$ cat src/tpio_regs.svh
// Offsets, field positions, reset values and timing figures of the terminal I/O control block.
// Assumes a 40 MHz core clock and a 32-bit APB register bus.
`ifndef TPIO_REGS_SVH
`define TPIO_REGS_SVH
`define TPIO_CLK_HZ 40000000
`define TPIO_CLK_MHZ 40
`define TPIO_TAPE_BAUD 2400
`define TPIO_SLOW_BAUD 300
`define TPIO_PRN_CPS 30
`define TPIO_STB_NS 1000
`define TPIO_STB_CYC ((`TPIO_STB_NS * `TPIO_CLK_MHZ + 999) / 1000)
`define TPIO_A_CTRL 8'h00
`define TPIO_A_BAUD 8'h04
`define TPIO_A_XFER 8'h08
`define TPIO_A_STAT 8'h0c
`define TPIO_A_CUR 8'h10
`define TPIO_GO_SEND 8
`define TPIO_GO_PRN 9
`define TPIO_GO_REC 10
`define TPIO_XFER_LEN 16
`define TPIO_ST_PERR 0
`define TPIO_CTRL_RST 8'h00
`define TPIO_BAUD_RST 20'h01046
`define TPIO_ROW_LEN 11'h04a
`define TPIO_COL_LAST 7'h49
`define TPIO_CMD_CUR 7'h11
`define TPIO_CMD_MAX 7'h1f
`endif

$ cat src/tpio_pkg.sv
// Types shared by the terminal I/O control block.
// Assumes tpio_regs.svh for the numeric constants.
package tpio_pkg;
    typedef enum logic [2:0] {
        S_IDLE = 3'b000, S_READ = 3'b001, S_WAIT = 3'b010, S_LOAD = 3'b011,
        S_SHIFT = 3'b100, S_PSTB = 3'b101, S_PWAIT = 3'b110, S_NEXT = 3'b111
    } tpio_seq_type;
    typedef enum logic [1:0] {J_SEND = 2'b00, J_PRN = 2'b01, J_REC = 2'b10} tpio_job_type;
    typedef enum logic [1:0] {
        TWO_WAY_SIMULTANEOUS = 2'b00, TWO_WAY_ALTERNATE = 2'b01, BATCH = 2'b10
    } tpio_mode_type;
    typedef struct packed {
        logic          cont;
        logic          online;
        logic          chr;
        logic          page;
        logic          tclk;
        logic          odd;
        tpio_mode_type mode;
    } tpio_ctrl_type;
    typedef struct packed {
        logic        we;
        logic        re;
        logic [10:0] addr;
        logic [6:0]  data;
    } tpio_mem_type;
endpackage : tpio_pkg

$ cat src/tpio_top.sv
// Terminal I/O control: host serial link, printer, cassette and host command decode.
// Assumes a synchronous character memory whose read data is valid the cycle after re.
//
// Local design decisions: the register offsets and the APB register port.
`timescale 1ns/1ps
`include "tpio_regs.svh"
module tpio_top
    import tpio_pkg::*;
#(
    parameter int TAPE_DIV = `TPIO_CLK_HZ / `TPIO_TAPE_BAUD,
    parameter int SLOW_DIV = `TPIO_CLK_HZ / `TPIO_SLOW_BAUD,
    parameter int PACE_CYC = `TPIO_CLK_HZ / `TPIO_PRN_CPS
) (
    input  wire logic         core_clk_i,
    input  wire logic         sys_rst_i,
    input  wire logic         psel_i,
    input  wire logic         penable_i,
    input  wire logic         pwrite_i,
    input  wire logic [7:0]   paddr_i,
    input  wire logic [31:0]  pwdata_i,
    output logic      [31:0]  prdata_o,
    output logic              pready_o,
    output logic              pslverr_o,
    input  wire logic [6:0]   kb_char_i,
    input  wire logic         kb_strobe_i,
    output tpio_mem_type      mem_o,
    input  wire logic [6:0]   mem_rdata_i,
    output logic              entry_trig_o,
    output logic      [4:0]   entry_cmd_o,
    output logic      [6:0]   cursor_x_o,
    output logic      [4:0]   cursor_y_o,
    input  wire logic         host_rxd_i,
    output logic              host_txd_o,
    output logic      [6:0]   prn_data_o,
    output logic              prn_strobe_o,
    input  wire logic         prn_busy_i,
    output logic              cas_data_o,
    output logic              cas_clk_o,
    input  wire logic         cas_clk_i,
    input  wire logic         cas_data_i,
    input  wire logic         cas_last_i,
    output logic              cas_next_o
);
    localparam logic [5:0] STB_CYC = 6'(`TPIO_STB_CYC);

    tpio_ctrl_type ctrl_r;
    tpio_seq_type  seq_r, seq_nxt;
    tpio_job_type  job_r;
    tpio_mem_type  mem_r;
    logic [4:0]  sm_r, ss_r;
    logic        cclk_d_r, pready_r, pslverr_r, perr_r, auto_r;
    logic [31:0] prdata_r;
    logic [19:0] baud_r, bcnt_r, rx_tmr_r;
    logic [10:0] xs_r, xl_r, ptr_r, left_r, pg_cnt_r;
    logic [6:0]  kb_hold_r, tx_ch_r, rdat_r, cx_r, prn_r;
    logic        kb_full_r, tx_pend_r, rv_r, stb_r, htx_r, cdo_r, cclk_r, cnext_r;
    logic [9:0]  tx_sh_r;
    logic [3:0]  tx_cnt_r, rx_cnt_r;
    logic        rx_act_r;
    logic [7:0]  rx_sh_r;
    logic [1:0]  cur_st_r;
    logic [4:0]  cy_r, cmd_r;
    logic        trig_r;
    logic [5:0]  stb_cnt_r;
    logic [20:0] pace_r;

    // Outside pins pass two flip-flops: {last, busy, tape clock, tape data, host rx}.
    always_ff @(posedge core_clk_i) begin
        if (sys_rst_i) begin
            sm_r <= 5'h0b;
            ss_r <= 5'h0b;
            cclk_d_r <= 1'b0;
        end else begin
            sm_r <= {cas_last_i, prn_busy_i, cas_clk_i, cas_data_i, host_rxd_i};
            ss_r <= sm_r;
            cclk_d_r <= ss_r[2];
        end
    end
    wire host_s = ss_r[0];
    wire cdat_s = ss_r[1];
    wire cedge  = ss_r[2] & ~cclk_d_r;
    wire busy_s = ss_r[3];
    wire last_s = ss_r[4];

    // APB slave: one wait state, writes act at the edge that samples pready.
    wire acc    = psel_i & penable_i;
    wire wr_en  = acc & pready_r & pwrite_i;
    wire a_ctrl = paddr_i == `TPIO_A_CTRL;
    wire a_baud = paddr_i == `TPIO_A_BAUD;
    wire a_xfer = paddr_i == `TPIO_A_XFER;
    wire a_stat = paddr_i == `TPIO_A_STAT;
    wire a_cur  = paddr_i == `TPIO_A_CUR;
    wire hit    = a_ctrl | a_baud | a_xfer | a_stat | a_cur;
    wire tx_busy = tx_pend_r | (tx_cnt_r != 4'h0);
    wire [31:0] stat_w = {16'h0, 1'b0, rx_sh_r[6:0], 1'b0, seq_r, 1'b0, rx_act_r, tx_busy, perr_r};
    wire [31:0] rd_mux = a_ctrl ? {24'h0, ctrl_r} : a_baud ? {12'h0, baud_r} :
                         a_xfer ? {5'h0, xl_r, 5'h0, xs_r} : a_stat ? stat_w :
                         a_cur ? {19'h0, cy_r, 1'b0, cx_r} : 32'h0;
    wire go_send = wr_en & a_ctrl & pwdata_i[`TPIO_GO_SEND];
    wire go_prn  = wr_en & a_ctrl & pwdata_i[`TPIO_GO_PRN];
    wire go_rec  = wr_en & a_ctrl & pwdata_i[`TPIO_GO_REC];

    always_ff @(posedge core_clk_i) begin
        if (sys_rst_i) begin
            pready_r  <= 1'b0;
            pslverr_r <= 1'b0;
            prdata_r  <= 32'h0;
        end else begin
            pready_r  <= acc & ~pready_r;
            pslverr_r <= acc & ~pready_r & ~hit;
            prdata_r  <= (acc & ~pready_r & ~pwrite_i) ? rd_mux : 32'h0;
        end
    end

    always_ff @(posedge core_clk_i) begin
        if (sys_rst_i) begin
            ctrl_r <= tpio_ctrl_type'(`TPIO_CTRL_RST);
            baud_r <= `TPIO_BAUD_RST;
            xs_r   <= 11'h0;
            xl_r   <= 11'h0;
        end else if (wr_en) begin
            if (a_ctrl) ctrl_r <= tpio_ctrl_type'(pwdata_i[7:0]);
            if (a_baud) baud_r <= (pwdata_i[19:0] < 20'h2) ? 20'h2 : pwdata_i[19:0];
            if (a_xfer) xs_r <= pwdata_i[10:0];
            if (a_xfer) xl_r <= pwdata_i[`TPIO_XFER_LEN+10:`TPIO_XFER_LEN];
        end
    end

    // Baud divider; the shift clock is low in the first half of each bit.
    wire btick = bcnt_r == 20'h0;
    always_ff @(posedge core_clk_i) begin
        if (sys_rst_i | btick) bcnt_r <= baud_r - 20'h1;
        else bcnt_r <= bcnt_r - 20'h1;
    end

    // Transmit path with a keyboard holding buffer and a one-character pending buffer.
    wire rec_act  = (job_r == J_REC) && (seq_r != S_IDLE);
    wire tx_tick  = (rec_act && ctrl_r.tclk) ? cedge : btick;
    wire tx_idle  = ~tx_busy;
    wire kb_ok    = kb_strobe_i && (ctrl_r.mode != BATCH);
    wire kb_take  = kb_full_r && (seq_r == S_IDLE) && tx_idle;
    wire seq_take = (seq_r == S_LOAD) && (job_r != J_PRN) && tx_idle;
    wire tx_start = tx_tick && tx_pend_r && (tx_cnt_r == 4'h0);
    always_ff @(posedge core_clk_i) begin
        if (sys_rst_i) begin
            kb_full_r <= 1'b0;
            kb_hold_r <= 7'h0;
        end else if (kb_ok) begin
            kb_full_r <= 1'b1;
            kb_hold_r <= kb_char_i;
        end else if (kb_take) begin
            kb_full_r <= 1'b0;
        end
    end

    always_ff @(posedge core_clk_i) begin
        if (sys_rst_i) begin
            tx_pend_r <= 1'b0;
            tx_ch_r   <= 7'h0;
        end else if (kb_take | seq_take) begin
            tx_pend_r <= 1'b1;
            tx_ch_r   <= kb_take ? kb_hold_r : rdat_r;
        end else if (tx_start) begin
            tx_pend_r <= 1'b0;
        end
    end

    always_ff @(posedge core_clk_i) begin
        if (sys_rst_i) begin
            tx_sh_r  <= 10'h3ff;
            tx_cnt_r <= 4'h0;
        end else if (tx_start) begin
            tx_sh_r  <= {1'b1, ^tx_ch_r ^ ctrl_r.odd, tx_ch_r, 1'b0};
            tx_cnt_r <= 4'ha;
        end else if (tx_tick && tx_cnt_r != 4'h0) begin
            tx_sh_r  <= {1'b1, tx_sh_r[9:1]};
            tx_cnt_r <= tx_cnt_r - 4'h1;
        end
    end

    always_ff @(posedge core_clk_i) begin
        if (sys_rst_i) begin
            htx_r  <= 1'b1;
            cdo_r  <= 1'b1;
            cclk_r <= 1'b0;
        end else begin
            htx_r  <= ctrl_r.chr ? cdat_s : (rec_act | tx_sh_r[0]);
            cdo_r  <= rec_act ? tx_sh_r[0] : 1'b1;
            cclk_r <= bcnt_r < {1'b0, baud_r[19:1]};
        end
    end

    // Receiver: host line, or cassette data in page and character playback.
    wire        rx_in  = (ctrl_r.page | ctrl_r.chr) ? cdat_s : host_s;
    wire [19:0] rx_div = ctrl_r.page ? 20'(TAPE_DIV) : baud_r;
    wire        rx_smp = rx_act_r && (rx_tmr_r == 20'h0);
    wire        rx_ok  = rx_smp && (rx_cnt_r == 4'h9) && rx_in;
    always_ff @(posedge core_clk_i) begin
        if (sys_rst_i) begin
            rx_act_r <= 1'b0;
            rx_cnt_r <= 4'h0;
            rx_tmr_r <= 20'h0;
        end else if (!rx_act_r && !rx_in) begin
            rx_act_r <= 1'b1;
            rx_cnt_r <= 4'h0;
            rx_tmr_r <= {1'b0, rx_div[19:1]};
        end else if (rx_smp) begin
            rx_act_r <= !(rx_cnt_r == 4'h9 || (rx_cnt_r == 4'h0 && rx_in));
            rx_cnt_r <= rx_cnt_r + 4'h1;
            rx_tmr_r <= rx_div - 20'h1;
        end else if (rx_act_r) begin
            rx_tmr_r <= rx_tmr_r - 20'h1;
        end
    end

    always_ff @(posedge core_clk_i) begin
        if (sys_rst_i) rx_sh_r <= 8'h0;
        else if (rx_smp && rx_cnt_r != 4'h0 && rx_cnt_r != 4'h9) rx_sh_r <= {rx_in, rx_sh_r[7:1]};
    end

    wire rx_bad = rx_ok && (^rx_sh_r ^ ctrl_r.odd);
    wire perr_clr = wr_en && a_stat && pwdata_i[`TPIO_ST_PERR];
    always_ff @(posedge core_clk_i) begin
        if (sys_rst_i) perr_r <= 1'b0;
        else perr_r <= rx_bad | (perr_r & ~perr_clr);
    end

    // Entry decode: cursor command, control codes, printable characters.
    wire [6:0]  rch      = rx_sh_r[6:0];
    wire        rx_use   = rx_ok && !ctrl_r.page && (!ctrl_r.chr || ctrl_r.mode == TWO_WAY_ALTERNATE);
    wire        cur_cmd  = rx_use && cur_st_r == 2'h0 && rch == `TPIO_CMD_CUR;
    wire        ctl_cmd  = rx_use && cur_st_r == 2'h0 && rch <= `TPIO_CMD_MAX && !cur_cmd;
    wire        prt_wr   = rx_use && cur_st_r == 2'h0 && rch > `TPIO_CMD_MAX;
    wire        pg_wr    = rx_ok && ctrl_r.page;
    wire        wr_now   = prt_wr | pg_wr;
    wire [10:0] cur_addr = 11'(cy_r) * `TPIO_ROW_LEN + 11'(cx_r);
    wire        blk_end  = pg_wr && (pg_cnt_r + 11'h1 >= xl_r);
    always_ff @(posedge core_clk_i) begin
        if (sys_rst_i) begin
            cur_st_r <= 2'h0;
            cx_r     <= 7'h0;
            cy_r     <= 5'h0;
        end else if (rx_use && cur_st_r == 2'h1) begin
            cur_st_r <= 2'h2;
            cx_r     <= rch;
        end else if (rx_use && cur_st_r == 2'h2) begin
            cur_st_r <= 2'h0;
            cy_r     <= rch[4:0];
        end else if (cur_cmd) begin
            cur_st_r <= 2'h1;
        end else if (prt_wr) begin
            cx_r <= (cx_r == `TPIO_COL_LAST) ? 7'h0 : cx_r + 7'h1;
        end
    end

    always_ff @(posedge core_clk_i) begin
        if (sys_rst_i) begin
            trig_r <= 1'b0;
            cmd_r  <= 5'h0;
        end else begin
            trig_r <= prt_wr | ctl_cmd | (rx_use && cur_st_r == 2'h2) | pg_wr;
            cmd_r  <= ctl_cmd ? rch[4:0] : (rx_use && cur_st_r == 2'h2) ? 5'(`TPIO_CMD_CUR) : 5'h0;
        end
    end

    always_ff @(posedge core_clk_i) begin
        if (sys_rst_i) pg_cnt_r <= 11'h0;
        else if (pg_wr) pg_cnt_r <= blk_end ? 11'h0 : pg_cnt_r + 11'h1;
    end

    always_ff @(posedge core_clk_i) begin
        if (sys_rst_i) mem_r <= '0;
        else mem_r <= '{we: wr_now, re: (seq_r == S_READ) && !wr_now,
                        addr: pg_wr ? xs_r + pg_cnt_r : wr_now ? cur_addr : ptr_r,
                        data: rch};
    end

    // Readout sequencer for block send, printing and recording.
    wire auto_go = blk_end && ctrl_r.online;
    wire start   = (go_send | go_prn | go_rec | auto_go) && (xl_r != 11'h0);
    wire fast    = baud_r < 20'(SLOW_DIV);
    wire last_ch = left_r == 11'h1;
    always_comb begin
        seq_nxt = seq_r;
        unique case (seq_r)
            S_IDLE:  if (start) seq_nxt = S_READ;
            S_READ:  if (!wr_now) seq_nxt = S_WAIT;
            S_WAIT:  if (rv_r) seq_nxt = S_LOAD;
            S_LOAD:  if (job_r == J_PRN) seq_nxt = S_PSTB;
                     else if (tx_idle) seq_nxt = S_SHIFT;
            S_SHIFT: if (tx_idle) seq_nxt = S_NEXT;
            S_PSTB:  if (stb_cnt_r == 6'h1) seq_nxt = S_PWAIT;
            S_PWAIT: if (!busy_s && pace_r == 21'h0) seq_nxt = S_NEXT;
            S_NEXT:  seq_nxt = last_ch ? S_IDLE : S_READ;
        endcase
    end

    always_ff @(posedge core_clk_i) begin
        if (sys_rst_i) seq_r <= S_IDLE;
        else seq_r <= seq_nxt;
    end

    always_ff @(posedge core_clk_i) begin
        if (sys_rst_i) begin
            job_r  <= J_SEND;
            auto_r <= 1'b0;
            ptr_r  <= 11'h0;
            left_r <= 11'h0;
        end else if (seq_r == S_IDLE && start) begin
            job_r  <= go_prn ? J_PRN : go_rec ? J_REC : J_SEND;
            auto_r <= auto_go && !(go_prn | go_rec | go_send);
            ptr_r  <= xs_r;
            left_r <= xl_r;
        end else if (seq_r == S_NEXT) begin
            ptr_r  <= ptr_r + 11'h1;
            left_r <= left_r - 11'h1;
        end
    end

    always_ff @(posedge core_clk_i) begin
        if (sys_rst_i) begin
            rv_r   <= 1'b0;
            rdat_r <= 7'h0;
        end else begin
            rv_r <= mem_r.re;
            if (rv_r) rdat_r <= mem_rdata_i;
        end
    end

    always_ff @(posedge core_clk_i) begin
        if (sys_rst_i) begin
            prn_r     <= 7'h0;
            stb_r     <= 1'b0;
            stb_cnt_r <= 6'h0;
        end else begin
            if (seq_r == S_LOAD && job_r == J_PRN) prn_r <= rdat_r;
            stb_r     <= seq_r == S_PSTB;
            stb_cnt_r <= (seq_r == S_PSTB) ? stb_cnt_r - 6'h1 : STB_CYC;
        end
    end

    always_ff @(posedge core_clk_i) begin
        if (sys_rst_i) pace_r <= 21'h0;
        else if (seq_r == S_LOAD && job_r == J_PRN) pace_r <= fast ? 21'(PACE_CYC - 1) : 21'h0;
        else if (pace_r != 21'h0) pace_r <= pace_r - 21'h1;
    end

    always_ff @(posedge core_clk_i) begin
        if (sys_rst_i) cnext_r <= 1'b0;
        else cnext_r <= seq_r == S_NEXT && last_ch && job_r == J_SEND && auto_r && ctrl_r.cont && !last_s;
    end

    assign prdata_o     = prdata_r;
    assign pready_o     = pready_r;
    assign pslverr_o    = pslverr_r;
    assign mem_o        = mem_r;
    assign entry_trig_o = trig_r;
    assign entry_cmd_o  = cmd_r;
    assign cursor_x_o   = cx_r;
    assign cursor_y_o   = cy_r;
    assign host_txd_o   = htx_r;
    assign prn_data_o   = prn_r;
    assign prn_strobe_o = stb_r;
    assign cas_data_o   = cdo_r;
    assign cas_clk_o    = cclk_r;
    assign cas_next_o   = cnext_r;
endmodule : tpio_top

$ cat config.mk
export PLATFORM = sky130hd
export DESIGN_NAME = tpio_top
export DESIGN_NICKNAME = d
export VERILOG_FILES = /design/src/tpio_pkg.sv /design/src/tpio_top.sv
export VERILOG_INCLUDE_DIRS = /design/src
export SDC_FILE = /design/constraint.sdc
export NUM_CORES = 1
export LEC_CHECK = 0
export BUFFER_PORTS_ARGS = -buffer_cell sky130_fd_sc_hd__buf_4
export CAP_MARGIN = 20
export CORE_MARGIN = 2
export CORE_UTILIZATION = 36
export CTS_CLUSTER_SIZE = 24
export DETAILED_ROUTE_END_ITERATION = 7
export GPL_ROUTABILITY_DRIVEN = 0
export PLACE_DENSITY = 0.53
export SYNTH_ARGS = -nofsm -noshare
export SYNTH_HDL_FRONTEND = slang
export SYNTH_SLANG_ARGS = --single-unit
$ cat constraint.sdc
create_clock -name core_clk_i -period 10.4 [get_ports core_clk_i]
set_clock_uncertainty 0.1 [all_clocks]
set_input_delay 1.56 -clock core_clk_i [delete_from_list [all_inputs] [get_ports core_clk_i]]
set_output_delay 1.56 -clock core_clk_i [all_outputs]
set_load 0.01 [all_outputs]
==> run_results.csv <==
group,metric,value,unit
synth,ys_seq_area_frac,0.380,
die,core_region_area,0.0432,mm^2
synth,ys.flop_type,"dfxtp_1",
drt,wirelength,50.1,mm
sta,final_max_slew_viol_count,0,
worst_setup_path,worstPathMaxFanout,17,
pwr,irDropWorstVdd,0.0936,mV
drt,drc,0,
die,initial_core_util,0.365,
worst_setup_path,crit_buf_inv,1,
synth,synth-edff-count,0,
sta,hold_viol,0,
layout,nFillCells,4370,
clock_network,cts_resized,0,
layout,nets,2095,
sta,setup_viol,0,
global_routing,antenna_found_initial,1,
pwr,leakage,7.19,nW
place,numPortBuffers,138,
clock_network,cts-root-buf,"clkbuf_16",
sta,fin_ws,6260,ps
die,die_y,213,um
drt,first_iter_violations,1137,
clock_network,post-cts-setup-buffers,0,
clock_network,htree_levels,2,
place,pre_cts_ws,5900,ps
global_routing,grt_overflow,0,
clock_network,clk_latency,560,ps
worst_setup_path,required,10780,ps
worst_setup_path,path_cells,"ha_1 -> and3_1 -> nand3_1 -> nor2_1 -> xor2_1 -> ha_1 -> and4_1 -> a221o_1 -> buf_4 -> a311oi_1 -> o22ai_1 -> a21oi_1",
clock_network,cts_buffers,36,
hold_path,hp-class,"reg -> reg",
worst_setup_path,path_common_cell,"ha_1",
global_routing,grt_max_degree,74,
drt,vias,14000,
place,place_inst,2493,
worst_setup_path,critical-path-top-delay-family,"compound AO/OA/AOI/OAI gates",
die,io_pins,149,
die,rows,76,
global_routing,grt_pass1_wl,77.5,mm
drt,ant_nets,0,
worst_setup_path,critPathCaptureType,"flip-flop",
sta,maxSlewHeadroom,0.252,
hold_path,min_path_cells,1,
die,dieArea,0.0455,mm^2
drt,wl_per_cell,19.6,um
layout,fin_util,0.427,
synth,async_reset_ff_frac,0,
worst_setup_path,worstPathArrival,4520,ps
global_routing,grt_pass1_vias,13200,
worst_setup_path,crit_slowest_cell,"a311oi_1",
worst_setup_path,startpoint_type,"flip-flop",
die,die_x,213,um
drt,vias_per_cell,5.48,
synth,synthDistinctLibCells,81,
clock_network,holdBufCountCts,0,
worst_setup_path,ff2ff_path_depth,12,
layout,area_delta_synth_final,17.0,%
clock_network,cts_num_sinks,299,
clock_network,cts_tree,"done",
layout,drive_gt1_frac,0.129,
outcome,outcome,"completed",
pwr,p_total,0.00294,W
clock_network,cts_max_path_buffers,3,
synth,synth_cells,1859,
layout,final_cells,2558,
worst_setup_path,crit_type,"reg -> reg",
worst_setup_path,path_depth,12,
clock_network,clk_pin_slew,60,ps
drt,dr.pass1.iters,8,
synth,syn_area_per_cell,8.48,um^2
synth,ys_seq_elements,299,
place,hpwl,35.9,mm
synth,ys_warn_count,0,
sta,timing.fmax,0.242,GHz
sta,grt_setup_unrepaired,"no",
synth,netlist_area,0.0158,mm^2
sta,post-route-period-util,0.398,
sta,fin_tns_setup,0,ps
sta,worst_slew_pin_slew,1110,ps
sta,period_needed,4140,ps
global_routing,track_usage,0.221,
pwr,power_density,159,mW/mm^2
job,drv_cap,0,
worst_setup_path,slowest_delay,960,ps
power breakdown:
part           switching [W]  internal, W  total [W]
Combinational       0.000234     0.000167   0.000401
Sequential         0.0000503      0.00120    0.00125
Clock               0.000519     0.000772    0.00129
Yosys cell counts (all sizes together) (8+ instances only):
cell type  number  area, um^2
nor2b          28         175
nor2          230         863
nor4           24         184
and3           25         156
a21o           14         105
a31oi           8        50.1
nand4          14        87.6
o31ai          11        82.6
a22oi          27         203
nand2         125         469
mux2i          84         841
nand3b         15         113
xor2           45         394
o21ai          60         300
inv            68         255
buf            20         105
nand2b         16         100
a211oi         49         368
ha             81        1010
a221oi         12         105
xnor2          70         613
nor3           80         422
dfxtp         299        5990
or3            22         143
a222oi          8        80.1
nor3b          10        75.1
clkbuf         91         342
o22ai          11        68.8
a21oi         131         656
nand3          49         245
mux2            8        90.1
or2            16         100
worst paths after layout:
path	start	to	slack [ps]
max	pg_cnt_r[0]	ptr_r[4]	6260
min	sm_r[1]	ss_r[1]	320
max reg2reg	pg_cnt_r[0]	ptr_r[4]	6260
min reg2reg	sm_r[1]	ss_r[1]	320
layer usage:
metal | vias to the layer above | share of wire | track usage
li1 | 6811 | - | -
met1 | 6688 | 0.47 | 0.319
met2 | 445 | 0.43 | 0.334
met3 | 77 | 0.070 | 0.0356
met4 | 0 | 0.026 | 0.0718
met5 | - | 0 | 0
cells in the final DEF (no fill, tap or decap), types with 45 or more instances in the layout:
| cell type | n |
|---|---|
| a21oi_1 | 131 |
| o21ai_0 | 56 |
| a211oi_1 | 49 |
| nor2_1 | 230 |
| xor2_1 | 45 |
| dfxtp_1 | 299 |
| nand3_1 | 49 |
| nand2_1 | 125 |
| mux2i_1 | 84 |
| xnor2_1 | 70 |
| buf_4 | 154 |
| inv_1 | 68 |
| nor3_1 | 75 |
| ha_1 | 81 |
sequential cells by signal, indices dropped and copies added, names as in the netlist, 8 cells and up:
name and count:
xl_r 11, left_r 11, pace_r 21, rx_tmr_r 20, ctrl_r 8, baud_r 20, pg_cnt_r 11, ptr_r 11
prdata_o 27, mem_o 20, bcnt_r 20, rx_sh_r 8, tx_sh_r 9, xs_r 11
cell families (layout without fill, tap and decap cells):
kind of cell,after synthesis,count (layout),synth area share
muxes,92,92,0.0591
other,1,6,0.000238
and+or+nand+nor,688,688,0.218
buffers and inverters,179,288,0.0446
adders and majority gates,83,83,0.0669
xor gates and xnor gates,115,115,0.0639
DFF,299,299,0.380
AOI/OAI and AO/OA,402,402,0.168
layout make-up:
class | instances | area, um^2 | area share
Antenna cell | 1 | 2.50 | 0.000136
Clock buffer | 51 | 1040 | 0.0563
Clock inverter | 12 | 151 | 0.00821
Inverter | 68 | 255 | 0.0138
Multi-Input combinational cell | 1385 | 9100 | 0.493
Sequential cell | 299 | 5990 | 0.325
Tap cell | 585 | 732 | 0.0397
Timing Repair Buffer | 157 | 1180 | 0.0638
stage by stage:
stage	hold WS, ps	instance area [um^2]
after detailed placement	305	17200
after global routing	333	18400
final	318	18400
after CTS	324	18400
after floorplan	289	15800
after global placement	300	17200
(Power assumes the default switching activity.)
